### src/logic/fsps_pkg.sv
// How it works
// - erase on code X0000011 plus store
// - erase halts cpu only for fixed section
// - load stores data word at word index
// - buffer cleared by write, read enable, reset
// - eeprom write discards loaded words
// - page write on code X0000101 plus store
// - page write halts cpu only for fixed
// - interrupt held while enable bit clear
// - rewritable reads blocked during erase/write
// - busy flag stays until read enable or page load
// - lock program from r0 bits 5:0
// - lock programming keeps whole flash readable
// - eeprom write refuses programming, fuse reads
// - load within three cycles returns lock
// - enable bits clear on read or timeout
// - pointer selects low, extended, high fuse
// - programmed bits read zero, else one
// - write finishes across system reset
// - operations last 3.7 to 4.5 ms
// - control register layout, reset zero
// - page index z14:7, word z6:1
// - new page load clears busy flag
package fsps_pkg;
   localparam logic [7:0] CTRL_ADDR = 8'h37;
   localparam int BIT_IE = 7;
   localparam int BIT_BUSY = 6;
   localparam int BIT_RRE = 4;
   localparam int BIT_SELF_PROGRAM_ENABLE = 0;
   localparam logic [4:0] CMD_LOAD = 5'h01;
   localparam logic [4:0] CMD_ERASE = 5'h03;
   localparam logic [4:0] CMD_WRITE = 5'h05;
   localparam logic [4:0] CMD_LOCK = 5'h09;
   localparam logic [4:0] CMD_NONE = 5'h00;
   localparam logic [2:0] SPM_WIN = 3'h4;
   localparam logic [2:0] LPM_WIN = 3'h3;
   localparam int CLK_PERIOD_NS = 50;
   localparam int OP_MIN_NS = 3700000;
   localparam int OP_MAX_NS = 4500000;
   localparam int OP_CYCLES = (OP_MIN_NS + CLK_PERIOD_NS - 1) / CLK_PERIOD_NS;
   localparam int PAGE_MSB = 14;
   localparam int PAGE_LSB = 7;
   localparam int WORD_MSB = 6;
   localparam int WORD_LSB = 1;
   localparam logic [15:0] Z_FUSE_LO = 16'h0000;
   localparam logic [15:0] Z_LOCK = 16'h0001;
   localparam logic [15:0] Z_FUSE_EXT = 16'h0002;
   localparam logic [15:0] Z_FUSE_HI = 16'h0003;
   localparam logic [1:0] LOCK_PAD = 2'h3;
   localparam logic [4:0] EXT_PAD = 5'h1F;
   localparam logic [15:0] ERASED_WORD = 16'hFFFF;
   typedef enum logic [1:0] {
      OP_IDLE = 2'b00,
      OP_ERASE = 2'b01,
      OP_WRITE = 2'b10,
      OP_LOCK = 2'b11
   } fsps_op_t;
endpackage

### src/logic/fsps_op_timer.sv
`timescale 1ns/100ps
module fsps_op_timer import fsps_pkg::*; #(
   parameter int CYCLES = OP_CYCLES
) (
   // clock and power-on reset
   input wire logic ref_clk,
   input wire logic por_b,
   // control
   input wire logic start,
   output logic busy,
   output logic done
);
   localparam int CW = $clog2(CYCLES + 1);
   localparam logic [CW-1:0] LAST = CW'(CYCLES - 1);
   logic [CW-1:0] cnt_ff;
   logic run_ff;
   logic done_ff;

   // runs off power-on reset so system reset cannot cut a write short
   always_ff @(posedge ref_clk or negedge por_b) begin
      if (!por_b) begin
         cnt_ff <= '0;
         run_ff <= 1'b0;
         done_ff <= 1'b0;
      end else begin
         done_ff <= 1'b0;
         if (start && !run_ff) begin
            run_ff <= 1'b1;
            cnt_ff <= '0;
         end else if (run_ff) begin
            if (cnt_ff == LAST) begin
               run_ff <= 1'b0;
               done_ff <= 1'b1;
            end else begin
               cnt_ff <= cnt_ff + 1'b1;
            end
         end
      end
   end

   assign busy = run_ff;
   assign done = done_ff;
endmodule

### src/logic/fsps_page_buf.sv
`timescale 1ns/100ps
module fsps_page_buf import fsps_pkg::*; #(
   parameter int WORDS = 64,
   parameter int W = 16,
   parameter int IW = 6
) (
   // clock and system reset
   input wire logic ref_clk,
   input wire logic rst_b,
   // load and clear
   input wire logic clr,
   input wire logic ld,
   input wire logic [IW-1:0] ld_idx,
   input wire logic [W-1:0] ld_data,
   // flash read side
   input wire logic [IW-1:0] rd_idx,
   output logic [W-1:0] rd_data
);
   logic [W-1:0] mem [WORDS];
   logic [WORDS-1:0] valid_ff;
   logic [W-1:0] rd_data_ff;

   // one slot per word; an unloaded slot reads as erased flash
   for (genvar gi = 0; gi < WORDS; gi++) begin : g_slot
      always_ff @(posedge ref_clk or negedge rst_b) begin
         if (!rst_b) begin
            valid_ff[gi] <= 1'b0;
         end else if (clr) begin
            valid_ff[gi] <= 1'b0;
         end else if (ld && ld_idx == IW'(gi)) begin
            valid_ff[gi] <= 1'b1;
         end
      end
      // no reset on data: valid bit alone says if it counts
      always_ff @(posedge ref_clk) begin
         if (ld && ld_idx == IW'(gi)) begin
            mem[gi] <= ld_data;
         end
      end
   end

   // registered read toward the flash array
   always_ff @(posedge ref_clk or negedge rst_b) begin
      if (!rst_b) begin
         rd_data_ff <= ERASED_WORD;
      end else begin
         rd_data_ff <= valid_ff[rd_idx] ? mem[rd_idx] : ERASED_WORD;
      end
   end

   assign rd_data = rd_data_ff;
endmodule

### src/logic/fsps_sequencer.sv
// Strobed register access and the placing of the registers were decided locally.
`timescale 1ns/100ps
module fsps_sequencer import fsps_pkg::*; #(
   parameter int OP_LEN = OP_CYCLES,
   parameter int RWW_PAGES = 224,
   parameter int WORDS = 64
) (
   // clock and resets
   input wire logic ref_clk,
   input wire logic rst_b,
   input wire logic por_b,
   // register port
   input wire logic [7:0] reg_addr,
   input wire logic [7:0] reg_wdata,
   input wire logic reg_wr,
   input wire logic reg_rd,
   output logic [7:0] reg_rdata,
   // cpu instruction side
   input wire logic spm_exec,
   input wire logic lpm_exec,
   input wire logic [15:0] z_ptr,
   input wire logic [15:0] data_word,
   output logic lpm_ovr,
   output logic [7:0] lpm_data,
   output logic cpu_halt,
   output logic rww_read_block,
   output logic int_req,
   // eeprom interlock
   input wire logic eeprom_write_busy,
   input wire logic eeprom_wr_start,
   // fuse and lock values
   input wire logic [7:0] low_fuse_byte,
   input wire logic [7:0] high_fuse_byte,
   input wire logic [2:0] extended_fuse_byte,
   input wire logic [5:0] lock_init,
   output logic [5:0] lock_bits,
   // flash array side
   output logic [1:0] fl_op,
   output logic [7:0] fl_page,
   input wire logic [5:0] fl_rd_idx,
   output logic [15:0] fl_rd_data
);
   localparam logic [7:0] RWW_LIMIT = 8'(RWW_PAGES);

   // control register fields
   logic ie_ff;
   logic busy_ff;
   logic [4:0] cmd_ff;
   logic [2:0] win_ff;
   logic [7:0] reg_rdata_ff;
   logic lpm_ovr_ff;
   logic [7:0] lpm_data_ff;
   logic int_req_ff;
   logic block_ff;
   logic nxt_ie;
   logic nxt_busy;
   logic [4:0] nxt_cmd;
   logic [2:0] nxt_win;

   // operation state, kept on power-on reset
   fsps_op_t op_ff;
   logic [7:0] page_ff;
   logic halt_ff;
   logic tgt_rww_ff;
   logic [5:0] lock_ff;
   logic [5:0] lock_val_ff;
   logic lock_loaded_ff;

   // decode
   logic ctrl_wr;
   logic ctrl_rd;
   logic op_idle;
   logic spm_ok;
   logic spm_load;
   logic spm_erase;
   logic spm_write;
   logic spm_lock;
   logic op_start;
   logic lpm_ok;
   logic lpm_acc;
   logic win_expire;
   logic rre_wr;
   logic buf_clr;
   logic op_busy;
   logic op_done;
   logic [7:0] z_page;
   logic z_in_rww;
   logic [7:0] nxt_lpm_data;

   assign ctrl_wr = reg_wr && reg_addr == CTRL_ADDR;
   assign ctrl_rd = reg_rd && reg_addr == CTRL_ADDR;
   assign op_idle = op_ff == OP_IDLE;
   assign z_page = z_ptr[PAGE_MSB:PAGE_LSB];
   assign z_in_rww = z_page < RWW_LIMIT;

   // a store is only taken inside the window and never during eeprom writes
   assign spm_ok = spm_exec && win_ff != 3'h0 && op_idle && !eeprom_write_busy;
   assign spm_load = spm_ok && cmd_ff == CMD_LOAD;
   assign spm_erase = spm_ok && cmd_ff == CMD_ERASE;
   assign spm_write = spm_ok && cmd_ff == CMD_WRITE;
   assign spm_lock = spm_ok && cmd_ff == CMD_LOCK;
   assign op_start = spm_erase || spm_write || spm_lock;

   // the load window is the first three cycles of the store window
   assign lpm_ok = win_ff > (SPM_WIN - LPM_WIN);
   assign lpm_acc = lpm_exec && lpm_ok && cmd_ff == CMD_LOCK && !eeprom_write_busy;
   assign win_expire = win_ff == 3'h1 && !spm_ok && !lpm_acc;
   assign rre_wr = ctrl_wr && reg_wdata[BIT_RRE] && op_idle;

   // write done, read enable and an eeprom write all empty the buffer
   assign buf_clr = (op_done && op_ff == OP_WRITE) || rre_wr || eeprom_wr_start;

   // next value of the control register
   always_comb begin
      nxt_ie = ie_ff;
      nxt_busy = busy_ff;
      nxt_cmd = cmd_ff;
      nxt_win = (win_ff != 3'h0) ? win_ff - 3'h1 : 3'h0;
      if (ctrl_wr) begin
         nxt_ie = reg_wdata[BIT_IE];
         if (op_idle && !op_start) begin
            nxt_cmd = reg_wdata[4:0];
            nxt_win = reg_wdata[BIT_SELF_PROGRAM_ENABLE] ? SPM_WIN : 3'h0;
         end
      end
      if (rre_wr) begin
         nxt_busy = 1'b0;
      end
      if (spm_load) begin
         nxt_cmd = CMD_NONE;
         nxt_busy = 1'b0;
         nxt_win = 3'h0;
      end
      if (op_start) begin
         nxt_win = 3'h0;
      end
      if ((spm_erase || spm_write) && z_in_rww) begin
         nxt_busy = 1'b1;
      end
      if (lpm_acc || win_expire) begin
         nxt_cmd = CMD_NONE;
         nxt_win = 3'h0;
      end
      if (op_done) begin
         nxt_cmd = CMD_NONE;
      end
   end

   // control register, cleared by system reset
   always_ff @(posedge ref_clk or negedge rst_b) begin
      if (!rst_b) begin
         ie_ff <= 1'b0;
         busy_ff <= 1'b0;
         cmd_ff <= CMD_NONE;
         win_ff <= 3'h0;
      end else begin
         ie_ff <= nxt_ie;
         busy_ff <= nxt_busy;
         cmd_ff <= nxt_cmd;
         win_ff <= nxt_win;
      end
   end

   // register read, one cycle after the strobe; reserved bit reads zero
   always_ff @(posedge ref_clk or negedge rst_b) begin
      if (!rst_b) begin
         reg_rdata_ff <= 8'h00;
      end else if (ctrl_rd) begin
         reg_rdata_ff <= {ie_ff, busy_ff, 1'b0, cmd_ff};
      end else begin
         reg_rdata_ff <= 8'h00;
      end
   end

   // interrupt and read blocking follow next state, so no cycle of lag
   always_ff @(posedge ref_clk or negedge rst_b) begin
      if (!rst_b) begin
         int_req_ff <= 1'b0;
         block_ff <= 1'b0;
      end else begin
         int_req_ff <= nxt_ie && !nxt_cmd[BIT_SELF_PROGRAM_ENABLE];
         // any erase or write blocks the rewritable side, even one aimed at
         // the fixed section while the cpu is halted
         block_ff <= nxt_busy || spm_erase || spm_write
            || (op_busy && op_ff != OP_LOCK);
      end
   end

   // fuse and lock read-back; bits arrive with programmed as zero
   always_comb begin
      case (z_ptr)
         Z_FUSE_LO: nxt_lpm_data = low_fuse_byte;
         Z_LOCK: nxt_lpm_data = {LOCK_PAD, lock_ff};
         Z_FUSE_EXT: nxt_lpm_data = {EXT_PAD, extended_fuse_byte};
         Z_FUSE_HI: nxt_lpm_data = high_fuse_byte;
         default: nxt_lpm_data = 8'hFF;
      endcase
   end

   always_ff @(posedge ref_clk or negedge rst_b) begin
      if (!rst_b) begin
         lpm_ovr_ff <= 1'b0;
         lpm_data_ff <= 8'h00;
      end else begin
         lpm_ovr_ff <= lpm_acc;
         if (lpm_acc) begin
            lpm_data_ff <= nxt_lpm_data;
         end
      end
   end

   // operation state lives on power-on reset: a running write survives
   // a system reset as long as the supply holds
   always_ff @(posedge ref_clk or negedge por_b) begin
      if (!por_b) begin
         op_ff <= OP_IDLE;
         page_ff <= 8'h00;
         halt_ff <= 1'b0;
         tgt_rww_ff <= 1'b0;
         lock_val_ff <= 6'h3F;
      end else if (op_start) begin
         page_ff <= z_page;
         tgt_rww_ff <= z_in_rww;
         lock_val_ff <= data_word[5:0];
         if (spm_erase) begin
            op_ff <= OP_ERASE;
            halt_ff <= !z_in_rww;
         end else if (spm_write) begin
            op_ff <= OP_WRITE;
            halt_ff <= !z_in_rww;
         end else begin
            op_ff <= OP_LOCK;
            halt_ff <= 1'b0;
         end
      end else if (op_done) begin
         op_ff <= OP_IDLE;
         halt_ff <= 1'b0;
      end
   end

   // lock bits: strap caught after release, then only ever programmed
   always_ff @(posedge ref_clk or negedge por_b) begin
      if (!por_b) begin
         lock_ff <= 6'h3F;
         lock_loaded_ff <= 1'b0;
      end else if (!lock_loaded_ff) begin
         lock_ff <= lock_init;
         lock_loaded_ff <= 1'b1;
      end else if (op_done && op_ff == OP_LOCK) begin
         lock_ff <= lock_ff & lock_val_ff;
      end
   end

   fsps_op_timer #(
      .CYCLES(OP_LEN)
   ) u_timer (
      .ref_clk(ref_clk),
      .por_b(por_b),
      .start(op_start),
      .busy(op_busy),
      .done(op_done)
   );

   // word loads ignore the pointer's page bits
   fsps_page_buf #(
      .WORDS(WORDS),
      .W(16),
      .IW(6)
   ) u_buf (
      .ref_clk(ref_clk),
      .rst_b(rst_b),
      .clr(buf_clr),
      .ld(spm_load),
      .ld_idx(z_ptr[WORD_MSB:WORD_LSB]),
      .ld_data(data_word),
      .rd_idx(fl_rd_idx),
      .rd_data(fl_rd_data)
   );

   assign reg_rdata = reg_rdata_ff;
   assign lpm_ovr = lpm_ovr_ff;
   assign lpm_data = lpm_data_ff;
   assign cpu_halt = halt_ff;
   assign rww_read_block = block_ff;
   assign int_req = int_req_ff;
   assign lock_bits = lock_ff;
   assign fl_op = op_ff;
   assign fl_page = page_ff;
endmodule
### config.mk
export PLATFORM = sky130hd
export DESIGN_NAME = fsps_sequencer
export DESIGN_NICKNAME = d
export VERILOG_FILES = /design/src/logic/fsps_pkg.sv /design/src/logic/fsps_op_timer.sv /design/src/logic/fsps_page_buf.sv /design/src/logic/fsps_sequencer.sv
export SDC_FILE = /design/constraint.sdc
export NUM_CORES = 1
export LEC_CHECK = 0
export BUFFER_PORTS_ARGS = -buffer_cell sky130_fd_sc_hd__buf_2
export CORE_AREA = 8 8 331 269
export DETAILED_ROUTE_END_ITERATION = 8
export DIE_AREA = 0 0 339 277
export GPL_TIMING_DRIVEN = 0
export PLACE_DENSITY = 0.71
export SYNTH_ARGS = -nofsm -noshare
export SYNTH_HDL_FRONTEND = slang
export SYNTH_SLANG_ARGS = --single-unit
### constraint.sdc
create_clock -name ref_clk -period 4.1 [get_ports ref_clk]
set_input_delay 0.205 -clock ref_clk [delete_from_list [all_inputs] [get_ports ref_clk]]
set_output_delay 0.205 -clock ref_clk [all_outputs]
set_load 0.01 [all_outputs]
==> results of run 1 <==
repair_timing:
| action | CTS | global route |
|---|---|---|
| gates resized for setup | 0 | 0 |
| hold endpoints to repair | 163 | 14 |
| hold buffers | 41 | 1 |
cell families after synthesis:
group | after synthesis | share of synthesized area, %
simple gates | 248 | 2.92
buf+inv | 144 | 1.45
other cells | 2 | 0.0165
flops | 1175 | 76.1
xor+xnor | 12 | 0.231
mux | 312 | 14.3
fa+ha+maj | 1 | 0.0275
compound gates | 333 | 4.95
flip-flops by register name, indices dropped and copies added, names as in the netlist:
name and flops:
busy_ff 1, cmd_ff 5, cpu_halt 1, fl_op 2, fl_page 8, ie_ff 1
int_req 1, lock_bits 6, lock_loaded_ff 1, lock_val_ff 6, lpm_data 8, lpm_ovr 1
reg_rdata 7, rww_read_block 1, u_buf.mem 1024, u_buf.rd_data 16, u_buf.valid_ff 64, u_timer.busy 1
u_timer.cnt_ff 17, u_timer.done 1, win_ff 3
final cells by class:
class                           instances  area, um^2  share of cell area, %
Buffer                                129         602                   1.14
Clock inverter                         62         663                   1.26
Antenna cell                            1        2.50                0.00474
Multi-Input combinational cell        908       10400                   19.6
Inverter                               15        56.3                  0.107
Clock buffer                          147        3020                   5.71
Tap cell                             1115        1400                   2.64
Timing Repair Buffer                  239        2150                   4.08
Sequential cell                      1175       34600                   65.4
routing by layer:
metal | vias to the layer above | track usage, %
met4 | 0 | 7.62
li1 | 9973 | -
met2 | 1451 | 36.3
met5 | - | 0
met1 | 12873 | 35.2
met3 | 212 | 5.56
worst paths after layout:
check	depth (start not counted)	endpoint
setup / recovery	6	u_buf.mem[19][3]$_DFFE_PP_
hold / removal	2	u_buf.valid_ff[1]$_DFFE_PN0P_
setup reg to reg	6	u_buf.mem[19][3]$_DFFE_PP_
hold reg to reg	1	u_buf.valid_ff[28]$_DFFE_PN0P_
max in group asynchronous	3	u_buf.rd_data[7]$_DFF_PN1_
min in group ref_clk	1	u_buf.mem[55][8]$_DFFE_PP_
power by group:
group / internal [uW] / switching, uW
clock network: 5940 / 4390
registers: 13000 / 18.1
logic: 409 / 761
metrics by stage:
step	instances	TNS [ns]
floorplan	2227	0
global placement	3474	-6.05
detailed placement	3536	0
CTS	3786	0
global route	3790	0
finish	3791	0
critical path: stages, from the launching register on:
cell	delay [ns]
dfrtp_1	0.36
clkbuf_2	0.18
or4b_4	0.58
nor4_4	0.72
buf_6	0.28
nand4b_4	0.19
nor2_2	0.86
layout by cell type, fill, tap and decap left out, types with 24 or more instances in the layout:
cell type and count:
o21a_1 65, o21ai_0 32, clkbuf_16 113, a22oi_1 128, buf_8 54, clkbuf_1 83, edfxtp_1 1024, nor2_2 65
buf_2 183, nor4_1 25, dfstp_2 28, nor2_1 42, dlygate4sd3_1 42, nand2_1 25, mux2_2 24, mux4_2 269
dfrtp_1 123, a21oi_1 75
==> impl_metrics.env, run 1 <==
export IMPL_status="completed"
export IMPL_io_pins=140
export IMPL_nets=2669
export IMPL_hp_class="primary input to async pin"
export IMPL_post_drt_wl_per_cell_um=30.1
export IMPL_wl_met2_mm=52.3
export IMPL_drc=0
export IMPL_post_cts_buffers=0
export IMPL_grt_pass1_wl_mm=168
export IMPL_num_vias=24509
export IMPL_place_hpwl_mm=73.6
export IMPL_async_reset_ff_share_pct=12.9
export IMPL_postRouteAntennaNets=0
export IMPL_fillers=5519
export IMPL_ctsHtreeMaxLevel=3
export IMPL_routed_top_layer="met4"
export IMPL_slew_violations=0
export IMPL_synth_most_common_cell="edfxtp_1"
export IMPL_placed_area_um2=48700
export IMPL_ys_top_cells_by_area="edfxtp_1 (68%), mux4_2 (13%), dfrtp_1 (6.8%)"
export IMPL_worstMarginPinSlew_ns=1.42
export IMPL_clock_latency_ns=0.71
export IMPL_start_util_pct=54.5
export IMPL_synth_top_area_cell="edfxtp_1"
export IMPL_core_area_um2=83300
export IMPL_timing_hold_violations_final=0
export IMPL_reg2reg_slack_ns=0.52
export IMPL_place_congestion=1.01
export IMPL_routed_via_density=6.47
export IMPL_fin_skew_ns=0.0346
export IMPL_synthTopCellsByCount="edfxtp_1 (1,024), mux4_2 (269), a22oi_1 (128), dfrtp_1 (123), nor2_1 (103)"
export IMPL_antenna_found_initial=4
export IMPL_relSlewSlack_pct=5.09
export IMPL_max_cap_violations=0
export IMPL_crit_required_ns=4.40
export IMPL_syn_inst=2227
export IMPL_synth_warnings=0
export IMPL_cts_buffers_inserted=112
export IMPL_dieArea_um2=93900
export IMPL_syn_area_per_cell_um2=20.4
export IMPL_cellLeakagePower_uw=0.0176
export IMPL_worst_slack_ns=0.518
export IMPL_synth_edff_count=1024
export IMPL_tritoncts="done"
export IMPL_power_density_nw_per_um2=465
export IMPL_grt_pass1_vias=24754
export IMPL_setup_viol=0
export IMPL_met1_length_mm=46.0
export IMPL_die_x_um=339
export IMPL_wl_mm=114
export IMPL_r2r_start="cmd_ff[2]$_DFFE_PN0P_"
export IMPL_synthFlopType="edfxtp_1"
export IMPL_gr_total_overflow=0
export IMPL_end_kind="register"
export IMPL_min_period_ns=3.58
export IMPL_grt_max_degree=76
export IMPL_num_rows=95
export IMPL_synth_seq_area_share_pct=76.1
export IMPL_io_buffers=132
export IMPL_cts_root_buf="clkbuf_16"
export IMPL_crit_fanout=17
export IMPL_drt_iter0_markers=3302
export IMPL_arrival_ns=3.88
export IMPL_whs_ns=0.0604
export IMPL_route_met3_wl_mm=12.0
export IMPL_synth_distinct_cells=65
export IMPL_path_clk_slew_ns=0.06
export IMPL_syn2layout_area_growth_pct=16.2
export IMPL_ir_drop_mv=0.373
export IMPL_worstSetupPathType="register to register"
export IMPL_cts_sinks=1175
export IMPL_worstSetupStartpoint="cmd_ff[2]$_DFFE_PN0P_"
export IMPL_power_total_uw=24600
export IMPL_clockBufferDepth=3
export IMPL_final_cell_area_um2=52800
export IMPL_start_kind="register"
export IMPL_finalCritPeriodShare_pct=87.4
export IMPL_rsz0062_at_grt="no"
export IMPL_synthesis_area_um2=45400
export IMPL_synth_fp_nets=2316
export IMPL_post_route_util_pct=63.4
export IMPL_grtUsageTotal_pct=24.1
export IMPL_drive_gt1_share_pct=31.0
export IMPL_die_h_um=277
export IMPL_pre_cts_ws_ns=0.312
export IMPL_synth_top_cell_area_share_pct=67.7
export IMPL_drt_first_pass_iters=6
export IMPL_synth_seq_cells=1175
export IMPL_fmaxAchievable_mhz=279
No activity file was read; power rests on OpenSTA's default activity.
==> inputs of run 2 (changes only) <==
--- a/config.mk
+++ b/config.mk
@@ -6,11 +6,13 @@
 export NUM_CORES = 1
 export LEC_CHECK = 0
 export BUFFER_PORTS_ARGS = -buffer_cell sky130_fd_sc_hd__buf_2
+export CELL_PAD_IN_SITES_DETAIL_PLACEMENT = 0
+export CELL_PAD_IN_SITES_GLOBAL_PLACEMENT = 1
 export CORE_AREA = 8 8 331 269
 export DETAILED_ROUTE_END_ITERATION = 8
 export DIE_AREA = 0 0 339 277
 export GPL_TIMING_DRIVEN = 0
-export PLACE_DENSITY = 0.71
+export PLACE_DENSITY_LB_ADDON = 0.1
 export SYNTH_ARGS = -nofsm -noshare
 export SYNTH_HDL_FRONTEND = slang
 export SYNTH_SLANG_ARGS = --single-unit
==> run 2 against run 1 <==
Effect of this change: combinational power about the same; via count decreased by 2.2%; register-to-register slack about the same; clock skew decreased by 0.0093 ns; first-iteration DRC count decreased by 20%; routed wire length increased by 2.4%; sequential power about the same; critical path type is now primary input to register.
==> impl_metrics.env, run 2 (synthesis results as in run 1) <==
export IMPL_status="completed"
export IMPL_num_vias=23958
export IMPL_hp_class="primary input to register"
export IMPL_post_drt_wl_per_cell_um=30.9
export IMPL_r2r_start="fl_op[1]$_DFFE_PN0P_"
export IMPL_final_cell_mix="edfxtp_1 (1,024), mux4_2 (269), buf_2 (184)"
export IMPL_ctsHtreeMaxLevel=3
export IMPL_end_kind="register"
export IMPL_place_congestion=0.924
export IMPL_start_kind="primary input"
export IMPL_post_cts_buffers=0
export IMPL_fmaxAchievable_mhz=265
export IMPL_post_route_util_pct=63.4
export IMPL_routed_via_density=6.33
export IMPL_top_regs="u_buf.mem: 1024 flops, u_buf.valid_ff: 64 flops, u_timer.cnt_ff: 17 flops"
export IMPL_num_rows=95
export IMPL_crit_path_end="u_buf.rd_data[14]$_DFF_PN1_"
export IMPL_grtUsageTotal_pct=24.7
export IMPL_clockBufferDepth=3
export IMPL_max_cap_violations=0
export IMPL_postRouteAntennaNets=0
export IMPL_arrival_ns=4.31
export IMPL_grt_pass1_vias=24334
export IMPL_grt_pass1_wl_mm=170
export IMPL_dieArea_um2=93900
export IMPL_setup_viol=0
export IMPL_crit_fanout=10
export IMPL_slowest_stage="clkbuf_1"
export IMPL_r2r_cells=5
export IMPL_cts_buffers_inserted=111
export IMPL_stdcell_count=3782
export IMPL_setup_tns_ns=0
export IMPL_min_period_ns=3.77
export IMPL_power_density_nw_per_um2=462
export IMPL_wl_mm=117
export IMPL_relSlewSlack_pct=5.48
export IMPL_cts_root_buf="clkbuf_16"
export IMPL_worstSetupPathType="primary input to register"
export IMPL_antenna_found_initial=4
export IMPL_r2r_end="u_buf.mem[51][7]$_DFFE_PP_"
export IMPL_fin_skew_ns=0.0253
export IMPL_path_clk_slew_ns=0.06
export IMPL_drt_first_pass_iters=5
export IMPL_place_hpwl_mm=77.6
export IMPL_cp_cell_sequence="buf_2, buf_2, buf_2, clkbuf_1, buf_2, mux4_2, a22oi_1, a21oi_1, nor4_1, o21ai_0"
export IMPL_crit_top_cell="buf_2"
export IMPL_core_area_um2=83300
export IMPL_cts_sinks=1175
export IMPL_nets=2666
export IMPL_crit_required_ns=4.64
export IMPL_drc=0
export IMPL_worstMarginPinSlew_ns=1.42
export IMPL_io_buffers=132
export IMPL_io_pins=140
export IMPL_whs_ns=0.00699
export IMPL_slew_violations=0
export IMPL_drive_gt1_share_pct=30.8
export IMPL_cellLeakagePower_uw=0.0176
export IMPL_die_x_um=339
export IMPL_ir_drop_mv=0.339
export IMPL_rsz0062_at_grt="no"
export IMPL_layout_commonest_cell="edfxtp_1"
export IMPL_syn2layout_area_growth_pct=16.2
export IMPL_timing_hold_violations_final=0
export IMPL_start_util_pct=54.5
export IMPL_dp_cells=3536
export IMPL_drt_iter0_markers=2657
export IMPL_tritoncts="done"
export IMPL_worstSetupStartpoint="fl_rd_idx[2]"
export IMPL_clock_latency_ns=0.69
export IMPL_largest_register_ffs=1024
export IMPL_die_h_um=277
export IMPL_reg2reg_slack_ns=0.51
export IMPL_slowest_delay_ns=0.94
export IMPL_largest_register="u_buf.mem"
export IMPL_gr_total_overflow=0
export IMPL_finalCritPeriodShare_pct=91.9
export IMPL_grt_max_degree=74
[run 2: cell type report]
| type | count | area (um^2) |
|---|---|---|
| multi-input combinational | 908 | 10400 |
| inverter | 15 | 56.3 |
| timing repair buffer | 237 | 2220 |
| fill | 5717 | 30500 |
| tap | 1115 | 1400 |
| antenna | 1 | 2.50 |
| clock inverter | 57 | 599 |
| buffer | 129 | 602 |
| clock buffer | 145 | 3000 |
| sequential | 1175 | 34600 |
[run 2: worst min-delay path by stage]
stage                                      end  slack [ns]    startpoint  depth (start not counted)
global placement      lock_bits[3]$_DFFE_PN1P_        0.41  lock_init[3]                          3
finish              u_buf.mem[61][6]$_DFFE_PP_       0.007  data_word[6]                          1
global route        u_buf.mem[61][6]$_DFFE_PP_        0.01  data_word[6]                          1
detailed placement      reg_rdata[2]$_DFF_PN0_        0.22         rst_b                          1
CTS                        win_ff[2]$_DFF_PN0_        0.03        reg_wr                          5
floorplan                    busy_ff$_DFF_PN0_       -0.09         rst_b                          0
[run 2: per-layer routing]
layer | GRT usage [%] | vias to the layer above | share of wire [%]
met5 | 0 | - | 0.020
met4 | 5.95 | 4 | 2.2
met3 | 6.37 | 165 | 9.1
met2 | 37.3 | 1045 | 46
met1 | 36.4 | 12790 | 43
li1 | - | 9954 | -
[run 2: critical path: cells and delay by family]
| family | cells | cell delay (ns) |
|---|---|---|
| compound gates | 3 | 0.86 |
| buf+inv | 5 | 2.30 |
| mux | 1 | 0.43 |
| simple gates | 1 | 0.48 |
[run 2: timing repair]
action | CTS | global route
resized for setup | 0 | 0
hold buffers | 42 | 0
hold endpoints to repair | 164 | 0
[run 2: metrics by stage]
| stage | power (uW) | area (um^2) | setup slack (ns) |
|---|---|---|---|
| 6_report | 24400 | 52800 | 0.332 |
| 5_1_grt | 25000 | 52800 | 0.224 |
| 4_1_cts | 24600 | 52800 | 0.486 |
| 3_5_place_dp | 14400 | 48800 | -0.232 |
| 3_3_place_gp | 14400 | 47500 | -0.278 |
| 2_1_floorplan | 13900 | 45400 | 1.17 |
[run 2: where the power goes]
group | switching (uW) | internal, uW
sequential | 10.7 | 13000
combinational | 776 | 406
clock | 4300 | 5890
total | 5090 | 19300
